**config.mk**
```make
export PLATFORM = sky130hd
export DESIGN_NAME = ptc_top
export DESIGN_NICKNAME = d
export VERILOG_FILES = /design/src/ptc_fifo2.sv /design/src/ptc_top.sv
export SDC_FILE = /design/constraint.sdc
export NUM_CORES = 2
export LEC_CHECK = 0
export BUFFER_PORTS_ARGS = -buffer_cell sky130_fd_sc_hd__buf_2
export CAP_MARGIN = 20
export CORE_AREA = 2 2 266 268
export CTS_BUF_LIST = sky130_fd_sc_hd__clkbuf_8
export DETAILED_ROUTE_END_ITERATION = 7
export DIE_AREA = 0 0 268 270
export GPL_TIMING_DRIVEN = 0
export SYNTH_ARGS = -nofsm -noshare
export SYNTH_HDL_FRONTEND = slang
export SYNTH_SLANG_ARGS = --single-unit
```
**constraint.sdc**
```tcl
create_clock -name mclk -period 4.1 [get_ports mclk]
set_input_delay 0.82 -clock mclk [delete_from_list [all_inputs] [get_ports mclk]]
set_output_delay 0.82 -clock mclk [all_outputs]
set_load 0.005 [all_outputs]
```
**src/ptc_fifo2.sv**
```systemverilog
`timescale 1ns/10ps

// ****************************************************************
// Shared constants and carriers
// ****************************************************************
package ptc_pkg;
    localparam int PTC_NCH = 8;
    localparam int PTC_NPER = 4;
    localparam int PTC_PTR_W = 32;
    localparam int PTC_CNT_W = 16;
    localparam int PTC_DAT_W = 16;
    localparam logic [2:0] PTC_TX_BASE = 3'h4;
    localparam logic [31:0] PTC_STEP_BYTE = 32'h1;
    localparam logic [31:0] PTC_STEP_HALF = 32'h2;
    localparam logic [15:0] PTC_CNT_ZERO = 16'h0;
    localparam logic [15:0] PTC_CNT_LAST = 16'h1;
    localparam logic [31:0] PTC_PTR_RST = 32'h0;
    localparam logic [15:0] PTC_DAT_RST = 16'h0;

    typedef logic [PTC_DAT_W-1:0] ptc_word_t;

    typedef struct packed {
        logic [2:0] chan;
        logic sel_cnt;
        logic wide;
        logic [31:0] data;
    } ptc_prog_t;

    typedef struct packed {
        logic we;
        logic wide;
        logic [31:0] addr;
        ptc_word_t wdata;
    } ptc_mem_cmd_t;

    typedef struct packed {
        logic [1:0] periph;
        ptc_word_t data;
    } ptc_tx_item_t;

    typedef enum logic [2:0] {
        ST_IDLE = 3'b000,
        ST_WRITE = 3'b001,
        ST_READ = 3'b010,
        ST_RWAIT = 3'b011,
        ST_UPDATE = 3'b100
    } ptc_state_t;
endpackage

// ****************************************************************
// Two-entry buffer, head entry always in slot 0
// ****************************************************************
module ptc_fifo2
    import ptc_pkg::*;
(
    input wire logic mclk,
    input wire logic rst_b,
    input wire logic in_valid,
    output logic in_ready,
    input ptc_pkg::ptc_tx_item_t in_item,
    output logic out_valid,
    input wire logic out_ready,
    output ptc_pkg::ptc_tx_item_t out_item
);
    logic valid0_reg, valid1_reg;
    ptc_tx_item_t item0_reg, item1_reg;
    wire push = in_valid && in_ready;
    wire pop = valid0_reg && out_ready;
    // Slot 0 refills from slot 1 first so the order is kept
    wire valid0_next = pop ? (valid1_reg || push) : (valid0_reg || push);
    wire valid1_next = pop ? 1'b0 : (valid1_reg || (push && valid0_reg));
    wire ptc_tx_item_t item0_next = (pop && valid1_reg) ? item1_reg :
        ((push && (pop || !valid0_reg)) ? in_item : item0_reg);
    wire ptc_tx_item_t item1_next = (push && valid0_reg && !pop) ?
        in_item : item1_reg;

    assign in_ready = !valid1_reg;
    assign out_valid = valid0_reg;
    assign out_item = item0_reg;

    always_ff @(posedge mclk)
    begin
        if (!rst_b)
        begin
            valid0_reg <= 1'b0;
            valid1_reg <= 1'b0;
        end
        else
        begin
            valid0_reg <= valid0_next;
            valid1_reg <= valid1_next;
        end
    end

    always_ff @(posedge mclk)
    begin
        item0_reg <= item0_next;
        item1_reg <= item1_next;
    end
endmodule // ptc_fifo2

```
**src/ptc_top.sv**
```systemverilog
`timescale 1ns/10ps

// Functional notes
// - Eight channels, receive and transmit per peripheral
// - Channels move data without processor help
// - Each channel has a 32-bit programmable pointer
// - Each channel has a 16-bit remaining count
// - One programme covers up to 65535 contiguous items: bytes, or halfwords when the channel is set wide
// - End-of-transfer pulse when count runs out
// - Pointer and count written through peripheral space
module ptc_top
    import ptc_pkg::*;
(
    input wire logic mclk,
    input wire logic rst_b,
    input wire logic prog_valid,
    input ptc_pkg::ptc_prog_t prog,
    input wire logic [2:0] rd_chan,
    output logic [31:0] rd_ptr,
    output logic [15:0] rd_cnt,
    input wire logic [3:0] rx_valid,
    input ptc_pkg::ptc_word_t [3:0] rx_data,
    output logic [3:0] rx_ack,
    input wire logic [3:0] tx_req,
    output logic tx_valid,
    input wire logic tx_ready,
    output ptc_pkg::ptc_tx_item_t tx_item,
    output logic mem_req,
    output ptc_pkg::ptc_mem_cmd_t mem_cmd,
    input wire logic mem_gnt,
    input wire logic mem_rvalid,
    input ptc_pkg::ptc_word_t mem_rdata,
    output logic [7:0] eot
);
    // ************************************************************
    // Helpers
    // ************************************************************
    function automatic logic [2:0] ptc_first(input logic [7:0] v);
        logic [2:0] r;
        r = 3'h0;
        for (int i = PTC_NCH - 1; i >= 0; i--)
        begin
            if (v[i])
            begin
                r = 3'(i);
            end
        end
        return r;
    endfunction

    function automatic logic [31:0] ptc_step(input logic wide);
        return wide ? PTC_STEP_HALF : PTC_STEP_BYTE;
    endfunction

    // ************************************************************
    // Channel state
    // ************************************************************
    logic [31:0] ptr_reg [PTC_NCH];
    logic [31:0] ptr_next [PTC_NCH];
    logic [15:0] cnt_reg [PTC_NCH];
    logic [15:0] cnt_next [PTC_NCH];
    logic [7:0] wide_reg, wide_next;
    logic [3:0] tx_pend_reg;
    ptc_state_t state_reg, state_next;
    logic [2:0] ch_reg;
    logic mem_req_reg;
    ptc_mem_cmd_t mem_cmd_reg;
    logic [3:0] rx_ack_reg;
    logic [7:0] eot_reg;
    logic [31:0] rd_ptr_reg;
    logic [15:0] rd_cnt_reg;
    logic [7:0] cnt_nz;
    logic buf_in_ready;

    // ************************************************************
    // Selection and sequencing
    // ************************************************************
    wire idle = state_reg == ST_IDLE;
    wire upd = state_reg == ST_UPDATE;
    // A read is only launched when the buffer has room, so the
    // returning word can never be dropped.
    wire [7:0] pend = {tx_pend_reg & cnt_nz[7:4] & {4{buf_in_ready}},
        rx_valid & cnt_nz[3:0]};
    wire take = idle && (pend != 8'h00);
    wire [2:0] sel = ptc_first(pend);
    wire sel_rx = sel < PTC_TX_BASE;
    wire [3:0] tx_clr = (take && !sel_rx) ? (4'h1 << sel[1:0]) : 4'h0;
    // A fresh request in the clearing cycle is kept
    wire [3:0] tx_pend_next = (tx_pend_reg & ~tx_clr) | tx_req;
    wire last = cnt_reg[ch_reg] == PTC_CNT_LAST;
    wire push = (state_reg == ST_RWAIT) && mem_rvalid;
    wire ptc_tx_item_t push_item = '{periph: ch_reg[1:0], data: mem_rdata};
    wire ptc_mem_cmd_t cmd_next = take ? ptc_mem_cmd_t'{we: sel_rx,
        wide: wide_reg[sel], addr: ptr_reg[sel],
        wdata: rx_data[sel[1:0]]} : mem_cmd_reg;
    wire mem_req_next = take || (mem_req_reg && !mem_gnt);
    wire [3:0] rx_ack_next = (take && sel_rx) ? (4'h1 << sel[1:0]) : 4'h0;
    wire [7:0] eot_next = (upd && last) ? (8'h01 << ch_reg) : 8'h00;

    always_comb
    begin
        state_next = state_reg;
        unique case (state_reg)
            ST_IDLE:
                if (take)
                    state_next = sel_rx ? ST_WRITE : ST_READ;
            ST_WRITE:
                if (mem_gnt)
                    state_next = ST_UPDATE;
            ST_READ:
                if (mem_gnt)
                    state_next = ST_RWAIT;
            ST_RWAIT:
                if (mem_rvalid)
                    state_next = ST_UPDATE;
            ST_UPDATE:
                state_next = ST_IDLE;
            default:
                state_next = ST_IDLE;
        endcase
    end

    // Programming wins over an update of the same channel
    always_comb
    begin
        wide_next = wide_reg;
        for (int i = 0; i < PTC_NCH; i++)
        begin
            cnt_nz[i] = cnt_reg[i] != PTC_CNT_ZERO;
            ptr_next[i] = ptr_reg[i];
            cnt_next[i] = cnt_reg[i];
            if (upd && ch_reg == 3'(i))
            begin
                ptr_next[i] = ptr_reg[i] + ptc_step(wide_reg[i]);
                cnt_next[i] = cnt_reg[i] - PTC_CNT_LAST;
            end
            if (prog_valid && prog.chan == 3'(i))
            begin
                if (prog.sel_cnt)
                begin
                    cnt_next[i] = prog.data[15:0];
                    wide_next[i] = prog.wide;
                end
                else
                begin
                    ptr_next[i] = prog.data;
                end
            end
        end
    end

    // ************************************************************
    // Registers
    // ************************************************************
    always_ff @(posedge mclk)
    begin
        for (int i = 0; i < PTC_NCH; i++)
        begin
            ptr_reg[i] <= rst_b ? ptr_next[i] : PTC_PTR_RST;
            cnt_reg[i] <= rst_b ? cnt_next[i] : PTC_CNT_ZERO;
        end
    end

    always_ff @(posedge mclk)
    begin
        if (!rst_b)
        begin
            state_reg <= ST_IDLE;
            ch_reg <= 3'h0;
            wide_reg <= 8'h00;
            tx_pend_reg <= 4'h0;
            mem_req_reg <= 1'b0;
            mem_cmd_reg <= '0;
            rx_ack_reg <= 4'h0;
            eot_reg <= 8'h00;
            rd_ptr_reg <= PTC_PTR_RST;
            rd_cnt_reg <= PTC_CNT_ZERO;
        end
        else
        begin
            state_reg <= state_next;
            ch_reg <= take ? sel : ch_reg;
            wide_reg <= wide_next;
            tx_pend_reg <= tx_pend_next;
            mem_req_reg <= mem_req_next;
            mem_cmd_reg <= cmd_next;
            rx_ack_reg <= rx_ack_next;
            eot_reg <= eot_next;
            rd_ptr_reg <= ptr_reg[rd_chan];
            rd_cnt_reg <= cnt_reg[rd_chan];
        end
    end

    // ************************************************************
    // Transmit buffer
    // ************************************************************
    ptc_fifo2 u_txbuf (
        .mclk(mclk),
        .rst_b(rst_b),
        .in_valid(push),
        .in_ready(buf_in_ready),
        .in_item(push_item),
        .out_valid(tx_valid),
        .out_ready(tx_ready),
        .out_item(tx_item)
    );

    assign rd_ptr = rd_ptr_reg;
    assign rd_cnt = rd_cnt_reg;
    assign rx_ack = rx_ack_reg;
    assign mem_req = mem_req_reg;
    assign mem_cmd = mem_cmd_reg;
    assign eot = eot_reg;

    // ************************************************************
    // Checks
    // ************************************************************
    property p_ack_onehot;
        @(posedge mclk) disable iff (!rst_b)
        $onehot0(rx_ack_reg) && $onehot0(eot_reg);
    endproperty
    a_ack_onehot: assert property (p_ack_onehot)
        else $error("more than one ack or end pulse");

    property p_rx_write;
        @(posedge mclk) disable iff (!rst_b)
        (rx_ack_reg != 4'h0) |-> mem_req_reg && mem_cmd_reg.we
            && (rx_ack_reg == (4'h1 << ch_reg[1:0]));
    endproperty
    a_rx_write: assert property (p_rx_write)
        else $error("receive ack without matching memory write");

    property p_ptr_step;
        @(posedge mclk) disable iff (!rst_b)
        (upd && !prog_valid) |=> ptr_reg[$past(ch_reg)] ==
            $past(ptr_reg[ch_reg]) + ptc_step($past(wide_reg[ch_reg]));
    endproperty
    a_ptr_step: assert property (p_ptr_step)
        else $error("pointer did not advance by item size");

    property p_cnt_dec;
        @(posedge mclk) disable iff (!rst_b)
        (upd && !prog_valid) |=> cnt_reg[$past(ch_reg)] ==
            $past(cnt_reg[ch_reg]) - PTC_CNT_LAST;
    endproperty
    a_cnt_dec: assert property (p_cnt_dec)
        else $error("count did not decrement");

    property p_prog_ptr;
        @(posedge mclk) disable iff (!rst_b)
        (prog_valid && !prog.sel_cnt) |=> ##1
            (rd_ptr_reg == $past(prog.data, 2)) || ($past(rd_chan) !=
            $past(prog.chan, 2));
    endproperty
    a_prog_ptr: assert property (p_prog_ptr)
        else $error("programmed pointer not read back");

    property p_no_zero;
        @(posedge mclk) disable iff (!rst_b)
        $rose(mem_req_reg) |-> cnt_reg[ch_reg] != PTC_CNT_ZERO;
    endproperty
    a_no_zero: assert property (p_no_zero)
        else $error("transfer started on empty channel");

    property p_addr;
        @(posedge mclk) disable iff (!rst_b)
        $rose(mem_req_reg) |-> mem_cmd_reg.addr == ptr_reg[ch_reg];
    endproperty
    a_addr: assert property (p_addr)
        else $error("memory address differs from pointer");

    property p_eot;
        @(posedge mclk) disable iff (!rst_b)
        (eot_reg != 8'h00) |-> $past(upd) && $past(last)
            && (eot_reg == (8'h01 << $past(ch_reg)));
    endproperty
    a_eot: assert property (p_eot)
        else $error("end pulse without last item");

    property p_tx_hold;
        @(posedge mclk) disable iff (!rst_b)
        (tx_valid && !tx_ready) |=> tx_valid && $stable(tx_item);
    endproperty
    a_tx_hold: assert property (p_tx_hold)
        else $error("transmit word lost under stall");

    c_rx_done: cover property (@(posedge mclk) disable iff (!rst_b)
        eot_reg[0]);
    c_tx_done: cover property (@(posedge mclk) disable iff (!rst_b)
        eot_reg[4]);
    c_buf_full: cover property (@(posedge mclk) disable iff (!rst_b)
        !buf_in_ready && tx_valid && !tx_ready);
endmodule // ptc_top
```
Word level (Yosys, flattened, before mapping):

Memory sizes are Yosys's and may differ from the RTL's. A register that Yosys moved wholly into a read port is not among the register bits.
Index checks and enable logic that the tools add are counted.

* memory bits (writable): 384
* memories: 2
* register bits: 87
* input bits: 134

* add/subtract/negate cells: 16
* shifts and indexed selects: 2
* bitwise operators: 7
* muxes and demuxes: 96
* eq/ne operators: 23
* order comparisons: 3
* reductions and logical operators: 66

Memory list
* ptr_reg: words 8, width 32, rd ports 10, clocked after memory_dff 2, wr ports 8, line ptc_top.sv:58 `logic [31:0] ptr_reg [PTC_NCH];`
* cnt_reg: words 8, width 16, rd ports 10, clocked after memory_dff 2, wr ports 8, line ptc_top.sv:60 `logic [15:0] cnt_reg [PTC_NCH];`

Operator list (number)
* two-way mux 32 bit: 32
* two-way mux 16 bit: 33
* adder 32 x 2 -> 32 bit: 8
* nonzero test 16 bit: 8
* subtractor 16 x 1 -> 16 bit, second input constant: 8
* two-way mux 3 bit: 14
* two-way mux 18 bit: 2
* binary-select mux 16 bit (select 2 bit): 1
* logical AND 1 bit: 28
* == test 3 bit, second input constant: 9
* AND reduction 2 bit: 10
* == test 3 x 2 -> 1 bit, second input constant: 6
* two-way mux 2 bit: 9
* bitwise AND 4 bit: 4
* == test 16 x 1 -> 1 bit, second input constant: 1
* one-hot mux 3 bit (4 select lines): 1
* == test 3 x 1 -> 1 bit, second input constant: 3
* logical NOT 3 bit: 3
* logical NOT 1 bit: 8
* nonzero test 8 bit: 1
* left shift 1 x 3 -> 8 bit, first input constant: 1
* != test 2 bit, second input constant: 3
* logical OR 1 bit: 5
* less-than comparator 3 x 4 -> 1 bit, second input constant: 1
* other kinds (13): 14

Depth between registers and ports, before layout:

* word-level depth: 18
* gate-level depth with buffers: 13
* depth with buffers taken out: 11

By module:

From an unflattened synthesis, not the netlist that was laid out.

* cell total of the unflattened synthesis: 3393
* area, all modules: 30636.9 um^2

By module, submodules not included
* ptc_top: times used 1, cells each 3323, area each 29188.0 um^2, sequential area each 10329.9 um^2
* ptc_fifo2: times used 1, cells each 70, area each 1448.9 um^2, sequential area each 1121.1 um^2

Worst setup path before layout:

Ideal clock, no wire load.

* kind: input to register
* start: input port mem_rvalid
* end: register u_txbuf.item1_reg[0] (netlist bit) (enable)
* slack: 904 ps
* stages on the path: 3
* arrival time: 2776 ps
* cells stage by stage: nand2_1 > or3b_2 > nor3b_1

* word-level cells in the longest chain between the ends: 4

Ends and longest elaborated chain
* start, declared: line ptc_top.sv:31 `input wire logic mem_rvalid,`
* logical AND 1 bit: line ptc_top.sv:91 `wire push = (state_reg == ST_RWAIT) && mem_rvalid;`
* logical AND 1 bit: line ptc_fifo2.sv:67 `wire push = in_valid && in_ready;`
* logical AND 1 bit (2 in series): line ptc_fifo2.sv:74 `wire ptc_tx_item_t item1_next = (push && valid0_reg && !pop) ?`
* end signal, assigned: line ptc_fifo2.sv:98 `item1_reg <= item1_next;`
* end, declared: line ptc_fifo2.sv:66 `ptc_tx_item_t item0_reg, item1_reg;`

Every way passes these cells.
A chain may end at the register's enable or synchronous reset.

==> report_table.html <==
<table>
<tr><th>Metric</th><th>Value</th></tr>
<tr><th colspan="2">Status</th></tr>
<tr><td>Result of the run</td><td>finished, final reports clean</td></tr>
<tr><th colspan="2">Timing</th></tr>
<tr><td>Final setup violation count</td><td>0</td></tr>
<tr><td>Portion of the clock cycle consumed by the worst path in the final layout</td><td>0.989</td></tr>
<tr><td>Hold Worst Slack</td><td>0.309 ns</td></tr>
<tr><td>Clock Skew</td><td>0.0414 ns</td></tr>
<tr><td>Final hold viol count</td><td>0</td></tr>
<tr><td>Top achievable clock speed</td><td>247 MHz</td></tr>
<tr><td>Worst-margin pin slew</td><td>~1.3 ns</td></tr>
<tr><td>Worst slew margin relative to its limit</td><td>0.139</td></tr>
<tr><td>Crit path time final</td><td>4.05 ns</td></tr>
<tr><td>Unrepaired setup endpoints after global routing</td><td>false</td></tr>
<tr><td>Final count of pins violating max slew</td><td>0</td></tr>
<tr><td>Setup TNS</td><td>0 ns</td></tr>
<tr><th colspan="2">GRT</th></tr>
<tr><td>Largest net degree at the start of global routing</td><td>20</td></tr>
<tr><td>Total congestion overflow after global routing</td><td>0</td></tr>
<tr><td>Via count of the first global-routing pass</td><td>28,700</td></tr>
<tr><td>Number of antenna violations at the first check in global routing</td><td>7</td></tr>
<tr><td>First-pass GRT wire length</td><td>between 150 and 200 mm</td></tr>
<tr><td>Total global routing track utilization</td><td>0.364</td></tr>
<tr><th colspan="2">Detailed routing</th></tr>
<tr><td>Number of design-rule violations left by the first detailed-router iteration</td><td>approximately 3,700</td></tr>
<tr><td>DR DRC count</td><td>0</td></tr>
<tr><td>Wire per inst</td><td>~27 um</td></tr>
<tr><td>Vias</td><td>approximately 30,000</td></tr>
<tr><td>DRT Pass-1 Iters</td><td>7</td></tr>
<tr><td>Routed Antenna Nets</td><td>0</td></tr>
<tr><td>Wirelength, routed</td><td>between 100 and 150 mm</td></tr>
<tr><td>Vias/cell</td><td>between 6 and 7</td></tr>
<tr><th colspan="2">Clocking</th></tr>
<tr><td>Clock tree buffer depth</td><td>3</td></tr>
<tr><td>CTS tree</td><td>built</td></tr>
<tr><td>Clock root buffer master</td><td>clkbuf_8</td></tr>
<tr><td>Worst skew pair latency</td><td>0.72 ns</td></tr>
<tr><td>Clock H-tree levels</td><td>3</td></tr>
<tr><td>Clock buffer count from CTS</td><td>100</td></tr>
<tr><td>Clock edge transition at the registers on the reported setup and hold paths</td><td>about 0.060 ns</td></tr>
<tr><td>Sink Count</td><td>approximately 550</td></tr>
<tr><td>Count of hold buffers inserted by post-cts repair</td><td>0</td></tr>
<tr><th colspan="2">Die</th></tr>
<tr><td>DIE AREA</td><td>slightly above 70,000 um^2</td></tr>
<tr><td>Floorplan core area</td><td>just under 70,000 um^2</td></tr>
<tr><td>Initial cell density of the core</td><td>0.447</td></tr>
<tr><td>Die outline height</td><td>270 um</td></tr>
<tr><td>Die Width</td><td>around 270 um</td></tr>
<tr><td>Row count</td><td>97</td></tr>
<tr><td>I/O pins</td><td>about 260</td></tr>
<tr><th colspan="2">Finish</th></tr>
<tr><td>Flip-flop count of the largest register, all copies and words added</td><td>roughly 260</td></tr>
<tr><td>Layout area overhead</td><td>15.3%</td></tr>
<tr><td>Count of nets after finishing</td><td>slightly above 4,000</td></tr>
<tr><td>Ratio of cells with drive above 1 in the final layout</td><td>0.156</td></tr>
<tr><td>Final instance area</td><td>between 30,000 and 40,000 um^2</td></tr>
<tr><th colspan="2">Run</th></tr>
<tr><td>Max Cap Violations</td><td>0</td></tr>
<tr><th colspan="2">Worst setup path</th></tr>
<tr><td>Critical path data required time</td><td>approximately 4.7 ns</td></tr>
<tr><td>FF-to-FF path depth</td><td>12</td></tr>
<tr><td>Nature of the critical path startpoint</td><td>register</td></tr>
<tr><td>Capture point of the worst path</td><td>mem_cmd[22]</td></tr>
<tr><td>Critical path class</td><td>reg -&gt; reg</td></tr>
<tr><td>RR Endpoint</td><td>mem_cmd[22]</td></tr>
<tr><td>Critical Path Start</td><td>cnt_reg[2][5]</td></tr>
<tr><td>Worst reg2reg path startpoint</td><td>cnt_reg[2][5]</td></tr>
<tr><td>Worst reg2reg setup slack</td><td>around 0.047 ns</td></tr>
<tr><td>Capturing element type of the critical path</td><td>register</td></tr>
<tr><td>Arrival time at the worst endpoint</td><td>approximately 4.7 ns</td></tr>
<tr><td>Maximum fanout count along the critical path</td><td>10</td></tr>
<tr><th colspan="2">Yosys</th></tr>
<tr><td>Post-synthesis register bit count</td><td>approximately 550</td></tr>
<tr><td>Yosys Warn Count</td><td>0</td></tr>
<tr><td>Dominant synthesized flop cell</td><td>dfxtp_1</td></tr>
<tr><td>Share of synthesized registers carrying an async set or reset</td><td>0</td></tr>
<tr><td>Post-synthesis cell type count</td><td>86</td></tr>
<tr><td>Number of synthesized flops with an enable pin</td><td>36</td></tr>
<tr><td>Net count after synthesis</td><td>around 3,700</td></tr>
<tr><td>Synth Area per Inst</td><td>approximately 8.8 um^2</td></tr>
<tr><td>Share of synthesized area occupied by flip-flops and latches</td><td>0.369</td></tr>
<tr><td>Syn Inst Count</td><td>3,517</td></tr>
<tr><td>Mapped cell area</td><td>roughly 31,000 um^2</td></tr>
<tr><th colspan="2">Place</th></tr>
<tr><td>Routability congestion estimate</td><td>~1</td></tr>
<tr><td>Sum of net half-perimeters after detailed placement</td><td>between 100 and 150 mm</td></tr>
<tr><td>Placement-stage cell area</td><td>approximately 34,000 um^2</td></tr>
<tr><td>Number of port buffers</td><td>232</td></tr>
<tr><th colspan="2">Power and ir drop</th></tr>
<tr><td>Final Power</td><td>roughly 0.016 W</td></tr>
<tr><td>Worst IR drop on VDD</td><td>roughly 0.27 mV</td></tr>
<tr><td>Power density relative to cell area</td><td>~440 nW/um^2</td></tr>
<tr><td>LEAKAGE</td><td>13.1 nW</td></tr>
<tr><th colspan="2">Worst hold path</th></tr>
<tr><td>Worst hold-check path type</td><td>in -&gt; reg</td></tr>
</table>
## cell usage after synthesis, drive strengths merged (26+ instances only)
cell    count  area share
a311oi     46       0.013
mux2i     123       0.040
nand2     245       0.030
or3        69       0.014
and3       38      0.0077
inv        69      0.0083
xor2      154       0.043
nor4       39      0.0079
o21ai     144       0.024
a221oi     33      0.0093
nand4      51       0.010
clkbuf    213       0.026
mux2       34       0.012
a21oi     108       0.018
mux4       96       0.070
nor3       62       0.011
xnor2     161       0.045
nor2      534       0.065
dfxtp     518        0.33
edfxtp     36       0.035
o21a       26      0.0063
buf        62      0.0099
nand3     106       0.017
a211oi    290       0.070
## placed cells by master (no fill, tap or decap), types with 11 or more instances in the layout
master / netlist / routed
o21a_1: 26 / 26
nand4_1: 50 / 50
nor4_1: 39 / 36
a211oi_1: 290 / 290
nand2b_1: 17 / 17
or3_1: 68 / 68
buf_2: 17 / 249
inv_1: 68 / 96
xnor2_1: 161 / 161
nand3_1: 105 / 105
or4_1: 13 / 13
o22ai_1: 25 / 25
a31oi_1: 24 / 24
o21ai_1: 14 / 13
mux2_2: 34 / 34
buf_1: 36 / 36
clkinv_2: 0 / 13
buf_6: 5 / 11
and3_1: 38 / 38
and4_1: 14 / 14
a311oi_1: 46 / 46
nor2_1: 530 / 528
clkbuf_1: 211 / 207
and2_1: 14 / 14
ha_1: 24 / 24
edfxtp_1: 36 / 36
nand2_1: 244 / 244
dfxtp_1: 518 / 518
nor3_1: 56 / 53
o21ai_0: 127 / 127
a21oi_1: 107 / 107
xor2_1: 154 / 154
a221oi_1: 33 / 33
clkbuf_8: 0 / 134
a22o_1: 25 / 25
mux2i_1: 123 / 123
mux4_2: 96 / 96
## worst min-delay path by stage
stage                             start                     to  slack (ns)  depth (start not counted)
after floorplan             mem_cmd[49]            mem_cmd[49]        0.44                          2
after global placement      mem_cmd[49]            mem_cmd[49]        0.43                          2
after detailed placement    mem_cmd[49]            mem_cmd[49]        0.44                          2
after CTS                  mem_rdata[6]   u_txbuf.item1_reg[6]        0.26                          1
after global routing       mem_rdata[0]   u_txbuf.item1_reg[0]        0.30                          1
final                     mem_rdata[11]  u_txbuf.item1_reg[11]        0.31                          1
## through the flow
stage / instances / worst slack (ns) / util
5_1_grt: 4892 / 0.0183 / 0.515
3_3_place_gp: 4689 / -0.680 / 0.480
2_1_floorplan: 3517 / 0.904 / -
6_report: 4893 / 0.0467 / 0.515
4_1_cts: 4882 / 0.00359 / 0.513
3_5_place_dp: 4700 / -0.442 / 0.482
## metal layers
metal  track usage  routed length [um]  up-vias
met5             0                  40        -
met4         0.245                9860        6
met3        0.0722               12300      420
met2         0.549               59100     1712
met1         0.470               53200    14700
li1              -                   -    13500
## worst max-delay path, stage by stage, from the launching register on
cell	delay, ns
dfxtp_1	0.40
or4_4	0.58
nand2b_4	0.19
o41a_1	0.57
a21oi_1	0.20
nand2_1	0.09
clkbuf_1	0.30
nor3_4	0.37
buf_6	0.20
buf_2	0.30
a21oi_1	0.13
o22ai_1	0.42
a22o_1	0.21
## kinds of logic after synthesis
family                   after synthesis  share of synthesized area
XOR/XNOR                             315                     0.0888
adder cells (fa/ha/maj)               32                     0.0148
multiplexers                         253                      0.122
flip-flops                           554                      0.369
AO/OA/AOI/OAI                        765                      0.172
AND/OR/NAND/NOR                     1254                      0.190
buffers and inverters                344                     0.0440
## power breakdown
part           switching, W  total (W)  internal [W]
clock network       0.00257    0.00566       0.00309
registers          0.000332    0.00611       0.00578
logic               0.00267    0.00406       0.00139
## area by class of cell
cell class	instances	area, um^2
Clock inverter	49	287
Timing Repair Buffer	250	1370
Multi-Input combinational cell	2619	18300
Fill cell	6749	33700
Inverter	69	259
Antenna cell	4	10.0
Buffer	274	1110
Clock buffer	134	1840
Sequential cell	554	11500
Tap cell	940	1180
## repair_timing
| item | in CTS | in global routing |
|---|---|---|
| endpoints found under the setup margin | 46 | 49 |
| gates resized for setup | 4 | 18 |
| buffers inserted | 0 | 1 |
| pin swaps | 0 | 1 |
Power figures use the tool's default switching activity.
